==> src/design/sync_serial_pkg.sv <==
// Package with register map, field positions, timing constants and pin types of the serial port.
package sync_serial_pkg;

  // Register indices as printed; the byte address is four times the index.
  localparam logic [9:0]  MODE_IDX       = 10'h01c;
  localparam logic [9:0]  DATA_IDX       = 10'h01d;
  localparam logic [9:0]  LEVEL_IDX      = 10'h07d;
  localparam logic [11:0] MODE_ADDR      = {MODE_IDX, 2'b00};
  localparam logic [11:0] DATA_ADDR      = {DATA_IDX, 2'b00};
  localparam logic [11:0] LEVEL_ADDR     = {LEVEL_IDX, 2'b00};

  // Mode register field positions.
  localparam int          FLAG_BIT       = 7;
  localparam int          IRQ_EN_BIT     = 6;
  localparam int          CLK_OE_BIT     = 5;
  localparam int          DOUT_EN_BIT    = 4;
  localparam int          CLK_SEL_HI_BIT = 3;
  localparam int          CLK_SEL_LO_BIT = 2;
  localparam int          ORDER_BIT      = 1;
  localparam int          GO_BIT         = 0;
  localparam logic [7:0]  MODE_RESET     = 8'h00;

  // Interrupt routing of this port: request number, level field and vector.
  localparam int          IRQ_NUMBER     = 6;
  localparam int          LEVEL_HI_BIT   = 5;
  localparam int          LEVEL_LO_BIT   = 4;
  localparam logic [15:0] IRQ_VECTOR     = 16'hffe6;
  localparam logic [1:0]  LEVEL_RESET    = 2'h3;

  // Shift clock periods are given in instruction cycles; one instruction cycle is one clk.
  localparam int          CLK_PERIOD_NS  = 25;
  localparam int          TINST_NS       = 25;
  localparam int          TINST_CYC      = TINST_NS / CLK_PERIOD_NS;
  localparam logic [4:0]  HALF_DIV2      = 5'((2 * TINST_CYC) / 2);
  localparam logic [4:0]  HALF_DIV8      = 5'((8 * TINST_CYC) / 2);
  localparam logic [4:0]  HALF_DIV32     = 5'((32 * TINST_CYC) / 2);
  localparam logic [2:0]  LAST_BIT       = 3'h7;
  localparam logic [7:0]  DATA_RESET     = 8'h00;

  typedef enum logic [1:0] {
    CLK_DIV2  = 2'h0,
    CLK_DIV8  = 2'h1,
    CLK_DIV32 = 2'h2,
    CLK_EXT   = 2'h3
  } clk_sel_t;

  // Levels seen by the pads; an enable low means the port drives the pin.
  typedef struct packed {
    logic sckOut;
    logic sckOeN;
    logic soOut;
    logic soOeN;
  } pin_out_t;

  // General-purpose port settings that the serial port overrides.
  typedef struct packed {
    logic clkDir;
    logic clkData;
    logic doutDir;
    logic doutData;
  } gp_port_t;

endpackage : sync_serial_pkg

==> src/design/eight_bit_sync_serial_port.sv <==
// Eight-bit synchronous serial port with APB registers and shift clock generation.
//
// Decided for this implementation: register access over APB.
`timescale 1ns/1ps

// Summary of operation
// - Start with internal clock clears counter, begins.
// - Start with external clock clears counter, waits.
// - Eighth rising edge sets flag, clears start.
// - Writing start zero aborts transfer, stops shifting.
// - Flag clears on zero write, one ignored.
// - Interrupt line high when flag and enable.
// - Flag set on completion regardless of enable.
// - Start cleared at completion cycle: no flag.
// - Enabling with flag set raises interrupt immediately.
// - Order bit: zero LSB first, one MSB first.
// - Order applied at data access, not stored.
// - Select: 2, 8, 32 cycles or external.
// - Internal clock with output enable drives pin.
// - External selection takes shift clock from pin.
// - Data output enable drives shift output pin.
// - Shift out and in simultaneously per clock.
// - Data register sends written byte, holds received.
// - No data writes during transfer; reads meaningless.
// - Request six, level bits 5:4, vector FFE6.
// - Counter counts shifts, stops idle, clears restart.
// - Output changes falling edge, input samples rising.
module eight_bit_sync_serial_port (
  input  wire logic                      clk,
  input  wire logic                      rst,
  input  wire logic                      psel,
  input  wire logic                      penable,
  input  wire logic                      pwrite,
  input  wire logic [11:0]               paddr,
  input  wire logic [31:0]               pwdata,
  output logic      [31:0]               prdata,
  output logic                           pready,
  output logic                           pslverr,
  input  wire logic                      sckIn,
  input  wire logic                      siIn,
  input  wire sync_serial_pkg::gp_port_t gpPort,
  output sync_serial_pkg::pin_out_t      pinOut,
  output logic                           serialIrqLine,
  output logic      [1:0]                irqLevel
);

  logic       xferDoneFlag;
  logic       doneIrqEnable;
  logic       clkOutEnable;
  logic       doutEnable;
  logic [1:0] clkSel;
  logic       bitOrderSel;
  logic       xferGo;
  logic [7:0] shiftReg;
  logic [2:0] shiftCount;
  logic [4:0] divCount;
  logic       sckInt;
  logic       soBit;
  logic       sckMeta;
  logic       sckSync;
  logic       sckLast;
  logic       siMeta;
  logic       siSync;
  logic       access;
  logic       modeWr;
  logic       dataWr;
  logic       levelWr;
  logic       internalClk;
  logic [4:0] halfDiv;
  logic       intToggle;
  logic       shiftRise;
  logic       shiftFall;
  logic       lastShift;
  logic       doneSet;
  logic [7:0] modeRead;
  logic [7:0] dataRead;
  logic [7:0] next_shiftWrite;
  logic [2:0] riseDelay;
  logic [2:0] lastDelay;
  logic       rxStrobe;
  logic       rxDone;
  logic [7:0] rxShift;

  // The bus answers one cycle into the access phase; writes land on the edge that sees pready.
  assign access  = psel && penable && pready;
  assign modeWr  = access && pwrite && (paddr == sync_serial_pkg::MODE_ADDR);
  assign dataWr  = access && pwrite && (paddr == sync_serial_pkg::DATA_ADDR);
  assign levelWr = access && pwrite && (paddr == sync_serial_pkg::LEVEL_ADDR);

  always_ff @(posedge clk or posedge rst) begin
    if (rst) begin
      pready  <= 1'b0;
      pslverr <= 1'b0;
      prdata  <= 32'h0000_0000;
    end else begin
      pready  <= psel && penable && !pready;
      pslverr <= 1'b0;
      if (psel && penable && !pready) begin
        if (paddr == sync_serial_pkg::MODE_ADDR) begin
          prdata <= {24'h00_0000, modeRead};
        end else if (paddr == sync_serial_pkg::DATA_ADDR) begin
          prdata <= {24'h00_0000, dataRead};
        end else if (paddr == sync_serial_pkg::LEVEL_ADDR) begin
          prdata <= {26'h000_0000, irqLevel, 4'h0};
        end else begin
          prdata  <= 32'h0000_0000;
          pslverr <= 1'b1;
        end
      end
    end
  end

  assign modeRead = {xferDoneFlag, doneIrqEnable, clkOutEnable, doutEnable,
                     clkSel, bitOrderSel, xferGo};

  // Bytes are kept in shift order, so reordering happens only at the bus.
  always_comb begin
    for (int i = 0; i < 8; i++) begin
      dataRead[i]        = bitOrderSel ? shiftReg[7 - i] : shiftReg[i];
      next_shiftWrite[i] = bitOrderSel ? pwdata[7 - i]   : pwdata[i];
    end
  end

  always_ff @(posedge clk or posedge rst) begin
    if (rst) begin
      doneIrqEnable <= sync_serial_pkg::MODE_RESET[sync_serial_pkg::IRQ_EN_BIT];
      clkOutEnable  <= sync_serial_pkg::MODE_RESET[sync_serial_pkg::CLK_OE_BIT];
      doutEnable    <= sync_serial_pkg::MODE_RESET[sync_serial_pkg::DOUT_EN_BIT];
      clkSel        <= sync_serial_pkg::MODE_RESET[sync_serial_pkg::CLK_SEL_HI_BIT:
                                                   sync_serial_pkg::CLK_SEL_LO_BIT];
      bitOrderSel   <= sync_serial_pkg::MODE_RESET[sync_serial_pkg::ORDER_BIT];
    end else if (modeWr) begin
      doneIrqEnable <= pwdata[sync_serial_pkg::IRQ_EN_BIT];
      clkOutEnable  <= pwdata[sync_serial_pkg::CLK_OE_BIT];
      doutEnable    <= pwdata[sync_serial_pkg::DOUT_EN_BIT];
      clkSel        <= pwdata[sync_serial_pkg::CLK_SEL_HI_BIT:sync_serial_pkg::CLK_SEL_LO_BIT];
      bitOrderSel   <= pwdata[sync_serial_pkg::ORDER_BIT];
    end
  end

  always_ff @(posedge clk or posedge rst) begin
    if (rst) begin
      irqLevel <= sync_serial_pkg::LEVEL_RESET;
    end else if (levelWr) begin
      irqLevel <= pwdata[sync_serial_pkg::LEVEL_HI_BIT:sync_serial_pkg::LEVEL_LO_BIT];
    end
  end

  // Two-stage synchronisers; the pin's shift clock is treated as plain data.
  always_ff @(posedge clk or posedge rst) begin
    if (rst) begin
      sckMeta <= 1'b1;
      sckSync <= 1'b1;
      sckLast <= 1'b1;
      siMeta  <= 1'b1;
      siSync  <= 1'b1;
    end else begin
      sckMeta <= sckIn;
      sckSync <= sckMeta;
      sckLast <= sckSync;
      siMeta  <= siIn;
      siSync  <= siMeta;
    end
  end

  assign internalClk = (clkSel != sync_serial_pkg::CLK_EXT);

  always_comb begin
    case (clkSel)
      sync_serial_pkg::CLK_DIV2:  halfDiv = sync_serial_pkg::HALF_DIV2;
      sync_serial_pkg::CLK_DIV8:  halfDiv = sync_serial_pkg::HALF_DIV8;
      default:                    halfDiv = sync_serial_pkg::HALF_DIV32;
    endcase
  end

  // The internal shift clock idles high and restarts its phase on every start write.
  assign intToggle = xferGo && internalClk && (divCount == halfDiv - 5'h01);

  always_ff @(posedge clk or posedge rst) begin
    if (rst) begin
      divCount <= 5'h00;
      sckInt   <= 1'b1;
    end else if (!xferGo || modeWr) begin
      divCount <= 5'h00;
      sckInt   <= 1'b1;
    end else if (intToggle) begin
      divCount <= 5'h00;
      sckInt   <= !sckInt;
    end else begin
      divCount <= divCount + 5'h01;
    end
  end

  // Only external edges while external is selected reach the shifter.
  assign shiftRise = xferGo && (internalClk ? (intToggle && !sckInt) : (sckSync && !sckLast));
  assign shiftFall = xferGo && (internalClk ? (intToggle && sckInt) : (!sckSync && sckLast));
  assign lastShift = shiftRise && (shiftCount == sync_serial_pkg::LAST_BIT);
  // A start bit cleared in the completing cycle suppresses the flag.
  assign doneSet   = lastShift && !(modeWr && !pwdata[sync_serial_pkg::GO_BIT]);

  always_ff @(posedge clk or posedge rst) begin
    if (rst) begin
      xferGo <= sync_serial_pkg::MODE_RESET[sync_serial_pkg::GO_BIT];
    end else if (modeWr) begin
      xferGo <= pwdata[sync_serial_pkg::GO_BIT];
    end else if (lastShift) begin
      xferGo <= 1'b0;
    end
  end

  always_ff @(posedge clk or posedge rst) begin
    if (rst) begin
      shiftCount <= 3'h0;
    end else if (modeWr && pwdata[sync_serial_pkg::GO_BIT]) begin
      shiftCount <= 3'h0;
    end else if (shiftRise) begin
      shiftCount <= shiftCount + 3'h1;
    end
  end

  // A completion in the same cycle as a clearing write wins over the clear.
  always_ff @(posedge clk or posedge rst) begin
    if (rst) begin
      xferDoneFlag <= sync_serial_pkg::MODE_RESET[sync_serial_pkg::FLAG_BIT];
    end else if (doneSet) begin
      xferDoneFlag <= 1'b1;
    end else if (modeWr && !pwdata[sync_serial_pkg::FLAG_BIT]) begin
      xferDoneFlag <= 1'b0;
    end
  end

  // The pin clock lags the internal one by a clk and the answer needs two more to pass the
  // synchroniser, so internal bits are taken three clks after each rise. Without this the
  // fastest clock would read the previous bit.
  always_ff @(posedge clk or posedge rst) begin
    if (rst) begin
      riseDelay <= 3'h0;
      lastDelay <= 3'h0;
    end else begin
      riseDelay <= {riseDelay[1:0], shiftRise && internalClk};
      lastDelay <= {lastDelay[1:0], lastShift && internalClk};
    end
  end

  assign rxStrobe = riseDelay[2];
  assign rxDone   = lastDelay[2];

  always_ff @(posedge clk or posedge rst) begin
    if (rst) begin
      rxShift <= sync_serial_pkg::DATA_RESET;
    end else if (rxStrobe) begin
      rxShift <= {siSync, rxShift[7:1]};
    end
  end

  // Data writes during a transfer are the user's hazard; they simply overwrite the shifter.
  // With an internal clock the received byte lands three clks after the flag is set.
  always_ff @(posedge clk or posedge rst) begin
    if (rst) begin
      shiftReg <= sync_serial_pkg::DATA_RESET;
    end else if (dataWr) begin
      shiftReg <= next_shiftWrite;
    end else if (rxDone) begin
      shiftReg <= {siSync, rxShift[7:1]};
    end else if (shiftRise) begin
      shiftReg <= {siSync, shiftReg[7:1]};
    end
  end

  always_ff @(posedge clk or posedge rst) begin
    if (rst) begin
      soBit <= 1'b1;
    end else if (shiftFall) begin
      soBit <= shiftReg[0];
    end
  end

  // The irq line lags the flag by one clock because every output is registered.
  always_ff @(posedge clk or posedge rst) begin
    if (rst) begin
      serialIrqLine <= 1'b0;
      pinOut        <= '{sckOut: 1'b1, sckOeN: 1'b1, soOut: 1'b1, soOeN: 1'b1};
    end else begin
      serialIrqLine <= xferDoneFlag && doneIrqEnable;
      pinOut.sckOut <= clkOutEnable ? sckInt : gpPort.clkData;
      pinOut.sckOeN <= !(clkOutEnable || gpPort.clkDir);
      pinOut.soOut  <= doutEnable ? soBit : gpPort.doutData;
      pinOut.soOeN  <= !(doutEnable || gpPort.doutDir);
    end
  end
endmodule : eight_bit_sync_serial_port

==> config.mk <==
export PLATFORM = sky130hd
export DESIGN_NAME = eight_bit_sync_serial_port
export DESIGN_NICKNAME = d
export VERILOG_FILES = /design/src/design/sync_serial_pkg.sv /design/src/design/eight_bit_sync_serial_port.sv
export SDC_FILE = /design/constraint.sdc
export NUM_CORES = 1
export LEC_CHECK = 0
export BUFFER_PORTS_ARGS = -buffer_cell sky130_fd_sc_hd__buf_2
export CAP_MARGIN = 30
export CORE_ASPECT_RATIO = 1.75
export CORE_MARGIN = 2
export CORE_UTILIZATION = 55
export DETAILED_ROUTE_END_ITERATION = 12
export GPL_ROUTABILITY_DRIVEN = 0
export PLACE_DENSITY = 0.88
export SLEW_MARGIN = 5
export SYNTH_ARGS = -nofsm -noshare
export SYNTH_HDL_FRONTEND = slang
export SYNTH_SLANG_ARGS = --single-unit
==> constraint.sdc <==
create_clock -name clk -period 2.65 [get_ports clk]
set_input_delay 0 -clock clk [delete_from_list [all_inputs] [get_ports clk]]
set_output_delay 0 -clock clk [all_outputs]
set_load 0.02 [all_outputs]
==> flow_summary.yaml <==
logic_synthesis:
  yosysSeqAreaShare: 0.497
  yosysWarnings: 0
  ys_seq_elements: 61
  synth_edf_count: 0
  syn-cell-area_um2: 3100
  synthFlopType: "dfrtp_1"
  synthArstFlopShare: 1.00
  synthCells: 280
  synth.distinct_cells: 51
  synth_area_per_cell_um2: 11.1
critical_path:
  cp_data_arrival_time_ns: 2.63
  critPathLaunchType: "flop"
  slowest_stage: "dlygate4sd3_1"
  critical_path_peak_fanout: 9
  crit_required_ns: 2.92
  crit_type: "reg2reg"
  cp_slowest_stage_delay_ns: 0.57
  cp_cell_sequence: "or4_1, nor3_2, o21ai_2, inv_2, o21ai_1, o21ai_0, dlygate4sd3_1"
  critical-path-top-delay-family: "buffers and inverters"
  end_kind: "flop"
  cp.buffers_inverters: 2
timing:
  setup-violations-final: 0
  worstMarginPinSlew_ns: 0.663
  drv_slew: 0
  setup-tns-final_ns: 0
  rsz0062_at_grt: "no"
  fmax_ghz: 0.424
  finalCritPeriodShare: 0.891
  min_period_ns: 2.36
  hold_viol: 0
  skew_ns: 0.00771
  relSlewSlack: 0.558
cells_and_area:
  drive_above_1_share: 0.334
  layout_commonest_cell: "dfrtp_1"
  final_cell_mix: "dfrtp_1 (48), buf_2 (47), mux2_2 (24), conb_1 (24), nand2_1 (22)"
  nets: 403
  nFillCells: 426
  fin_util: 0.666
  insertedDiodeCount: 0
  area_growth_pct: 17.9
route:
  viasPerCell: 5.58
  detail-route-antenna-nets: 0
  drt_iter0_markers: 118
  wl_met2_um: 3740
  drcViolationCount: 0
  drt-met1-wl_um: 2430
  dr.pass1.iters: 6
  dr_wl_met3_um: 388
  wl_per_cell_um: 16.2
  vias: 2375
  top_layer_used: "met4"
  wirelength_um: 6910
placed_design:
  portBuffers: 47
  place_hpwl_um: 4900
die:
  ios: 96
  die_h_um: 103
  die_w_um: 60.8
  dieArea_um2: 6280
  core-area_um2: 5500
  initial_core_util: 0.565
  rows: 36
pwr:
  leakage_nw: 1.75
  power_density_nw_per_um2: 507
  peakVddDrop_uv: 279
global_route:
  overflow: 0
  grt_pass1_wl_um: 11200
  grt_pass1_vias: 2485
  gr-usage-all-layers: 0.248
  grt_max_degree: 48
  antenna_found_initial: 0
clock_tree:
  post_cts_buffers: 0
  cts_inserted_buffers: 9
  clockRootBuffer: "clkbuf_8"
  cts_hold_buffers: 15
  htree_levels: 3
  cts_resized: 0
  clk_pin_slew_ns: 0.06
  cts_tree: "yes"
  insertion_delay_ns: 0.34
  clk_path_buf_depth: 2
  clock_sinks: 61
flow_run:
  maxCapViolCount: 0
run_status:
  outcome: "completed"
worst_hold_path:
  hold_path.class: "in2reg"
-- per-stage QoR --
| stage | std cells | power (W) | setup WS, ns | area (um^2) | hold WS [ns] |
|---|---|---|---|---|---|
| 2_1_floorplan | 303 | 0.00107 | 0.870 | 3190 | 0.00448 |
| 3_3_place_gp | 395 | 0.00108 | 0.757 | 3320 | -0.0374 |
| 3_5_place_dp | 395 | 0.00108 | 0.664 | 3320 | -0.0314 |
| 4_1_cts | 426 | 0.00187 | 0.278 | 3660 | 0.0411 |
| 5_1_grt | 426 | 0.00193 | 0.122 | 3660 | 0.0789 |
| 6_report | 426 | 0.00186 | 0.289 | 3660 | 0.0567 |
-- routing by layer --
layer | vias to the layer above | GRT usage
li1 | 1089 | -
met1 | 1143 | 0.248
met2 | 116 | 0.428
met3 | 27 | 0.0560
met4 | 0 | 0.191
met5 | - | 0
-- where the power goes --
group	internal (W)	switching [W]	total (W)	leakage (nW)
Combinational	0.0000445	0.0000865	0.000131	0.896
Sequential	0.000946	0.00000637	0.000953	0.753
Clock	0.000443	0.000330	0.000773	0.0970
-- sequential cells by signal, summed over array words and instances (netlist names), 2 cells and up --
name / flops
clkSel: 2
divCount: 5
irqLevel: 2
lastDelay: 3
pinOut: 4
prdata: 8
riseDelay: 3
rxShift: 7
shiftCount: 3
shiftReg: 8
-- final cells by class --
class,instances,area [um^2],area share
timing repair buffer,66,415,0.114
inverter,7,26.3,0.00718
clock buffer,16,190,0.0520
sequential,61,1540,0.422
multi-input combinational,200,1390,0.380
tap,76,95.1,0.0260
-- logic make-up (layout without fill, tap and decap cells) --
group                      count (synthesis)  in the layout  synth area share
xor gates and xnor gates                   3              3           0.00847
buffers and inverters                     42             89            0.0830
other                                      1             24           0.00121
adders and majority gates                  3              3            0.0121
muxes                                     40             40             0.139
AOI/OAI and AO/OA                         51             51             0.119
and+or+nand+nor                           79             79             0.140
DFF                                       61             61             0.497
-- synth_stat cells, drive strengths merged (2+ instances only) --
library cell	instances	area share
a211oi	5	0.012
a21boi	2	0.0048
a21o	5	0.012
a21oi	5	0.0081
a22o	2	0.0056
a2bb2oi	6	0.017
and2	3	0.0060
and3	3	0.0060
and4	2	0.0056
buf	31	0.070
clkbuf	4	0.0048
dfrtp	48	0.39
dfstp	13	0.11
ha	3	0.012
inv	7	0.0085
mux2	25	0.091
mux2i	15	0.048
nand2	22	0.027
nand2b	2	0.0040
nand3	10	0.018
nand4	2	0.0040
nor2	16	0.019
nor3	5	0.0097
nor3b	2	0.0048
o2111ai	2	0.0056
o211ai	6	0.015
o21ai	12	0.021
or2	2	0.0040
or4b	6	0.019
xor2	2	0.0056
-- path summary, 6_finish.rpt --
kind | from | endpoint | slack, ns | cells after the start
worst max-delay path | divCount[2] | xferDoneFlag | 0.29 | 7
worst min-delay path | pwdata[0] | shiftReg[7] | 0.06 | 4
worst max register to register | divCount[2] | xferDoneFlag | 0.29 | 7
worst min register to register | sckMeta | sckSync | 0.36 | 0
max in group asynchronous | rst | riseDelay[2] | 1.62 | 4
min in group asynchronous | rst | shiftReg[0] | 0.15 | 3
-- worst min-delay path, cell delays in order --
cell and delay (ns):
buf_2 0.10, mux2i_1 0.08, nand2_1 0.07, o31a_1 0.11
No activity file was read; power rests on OpenSTA's default activity.
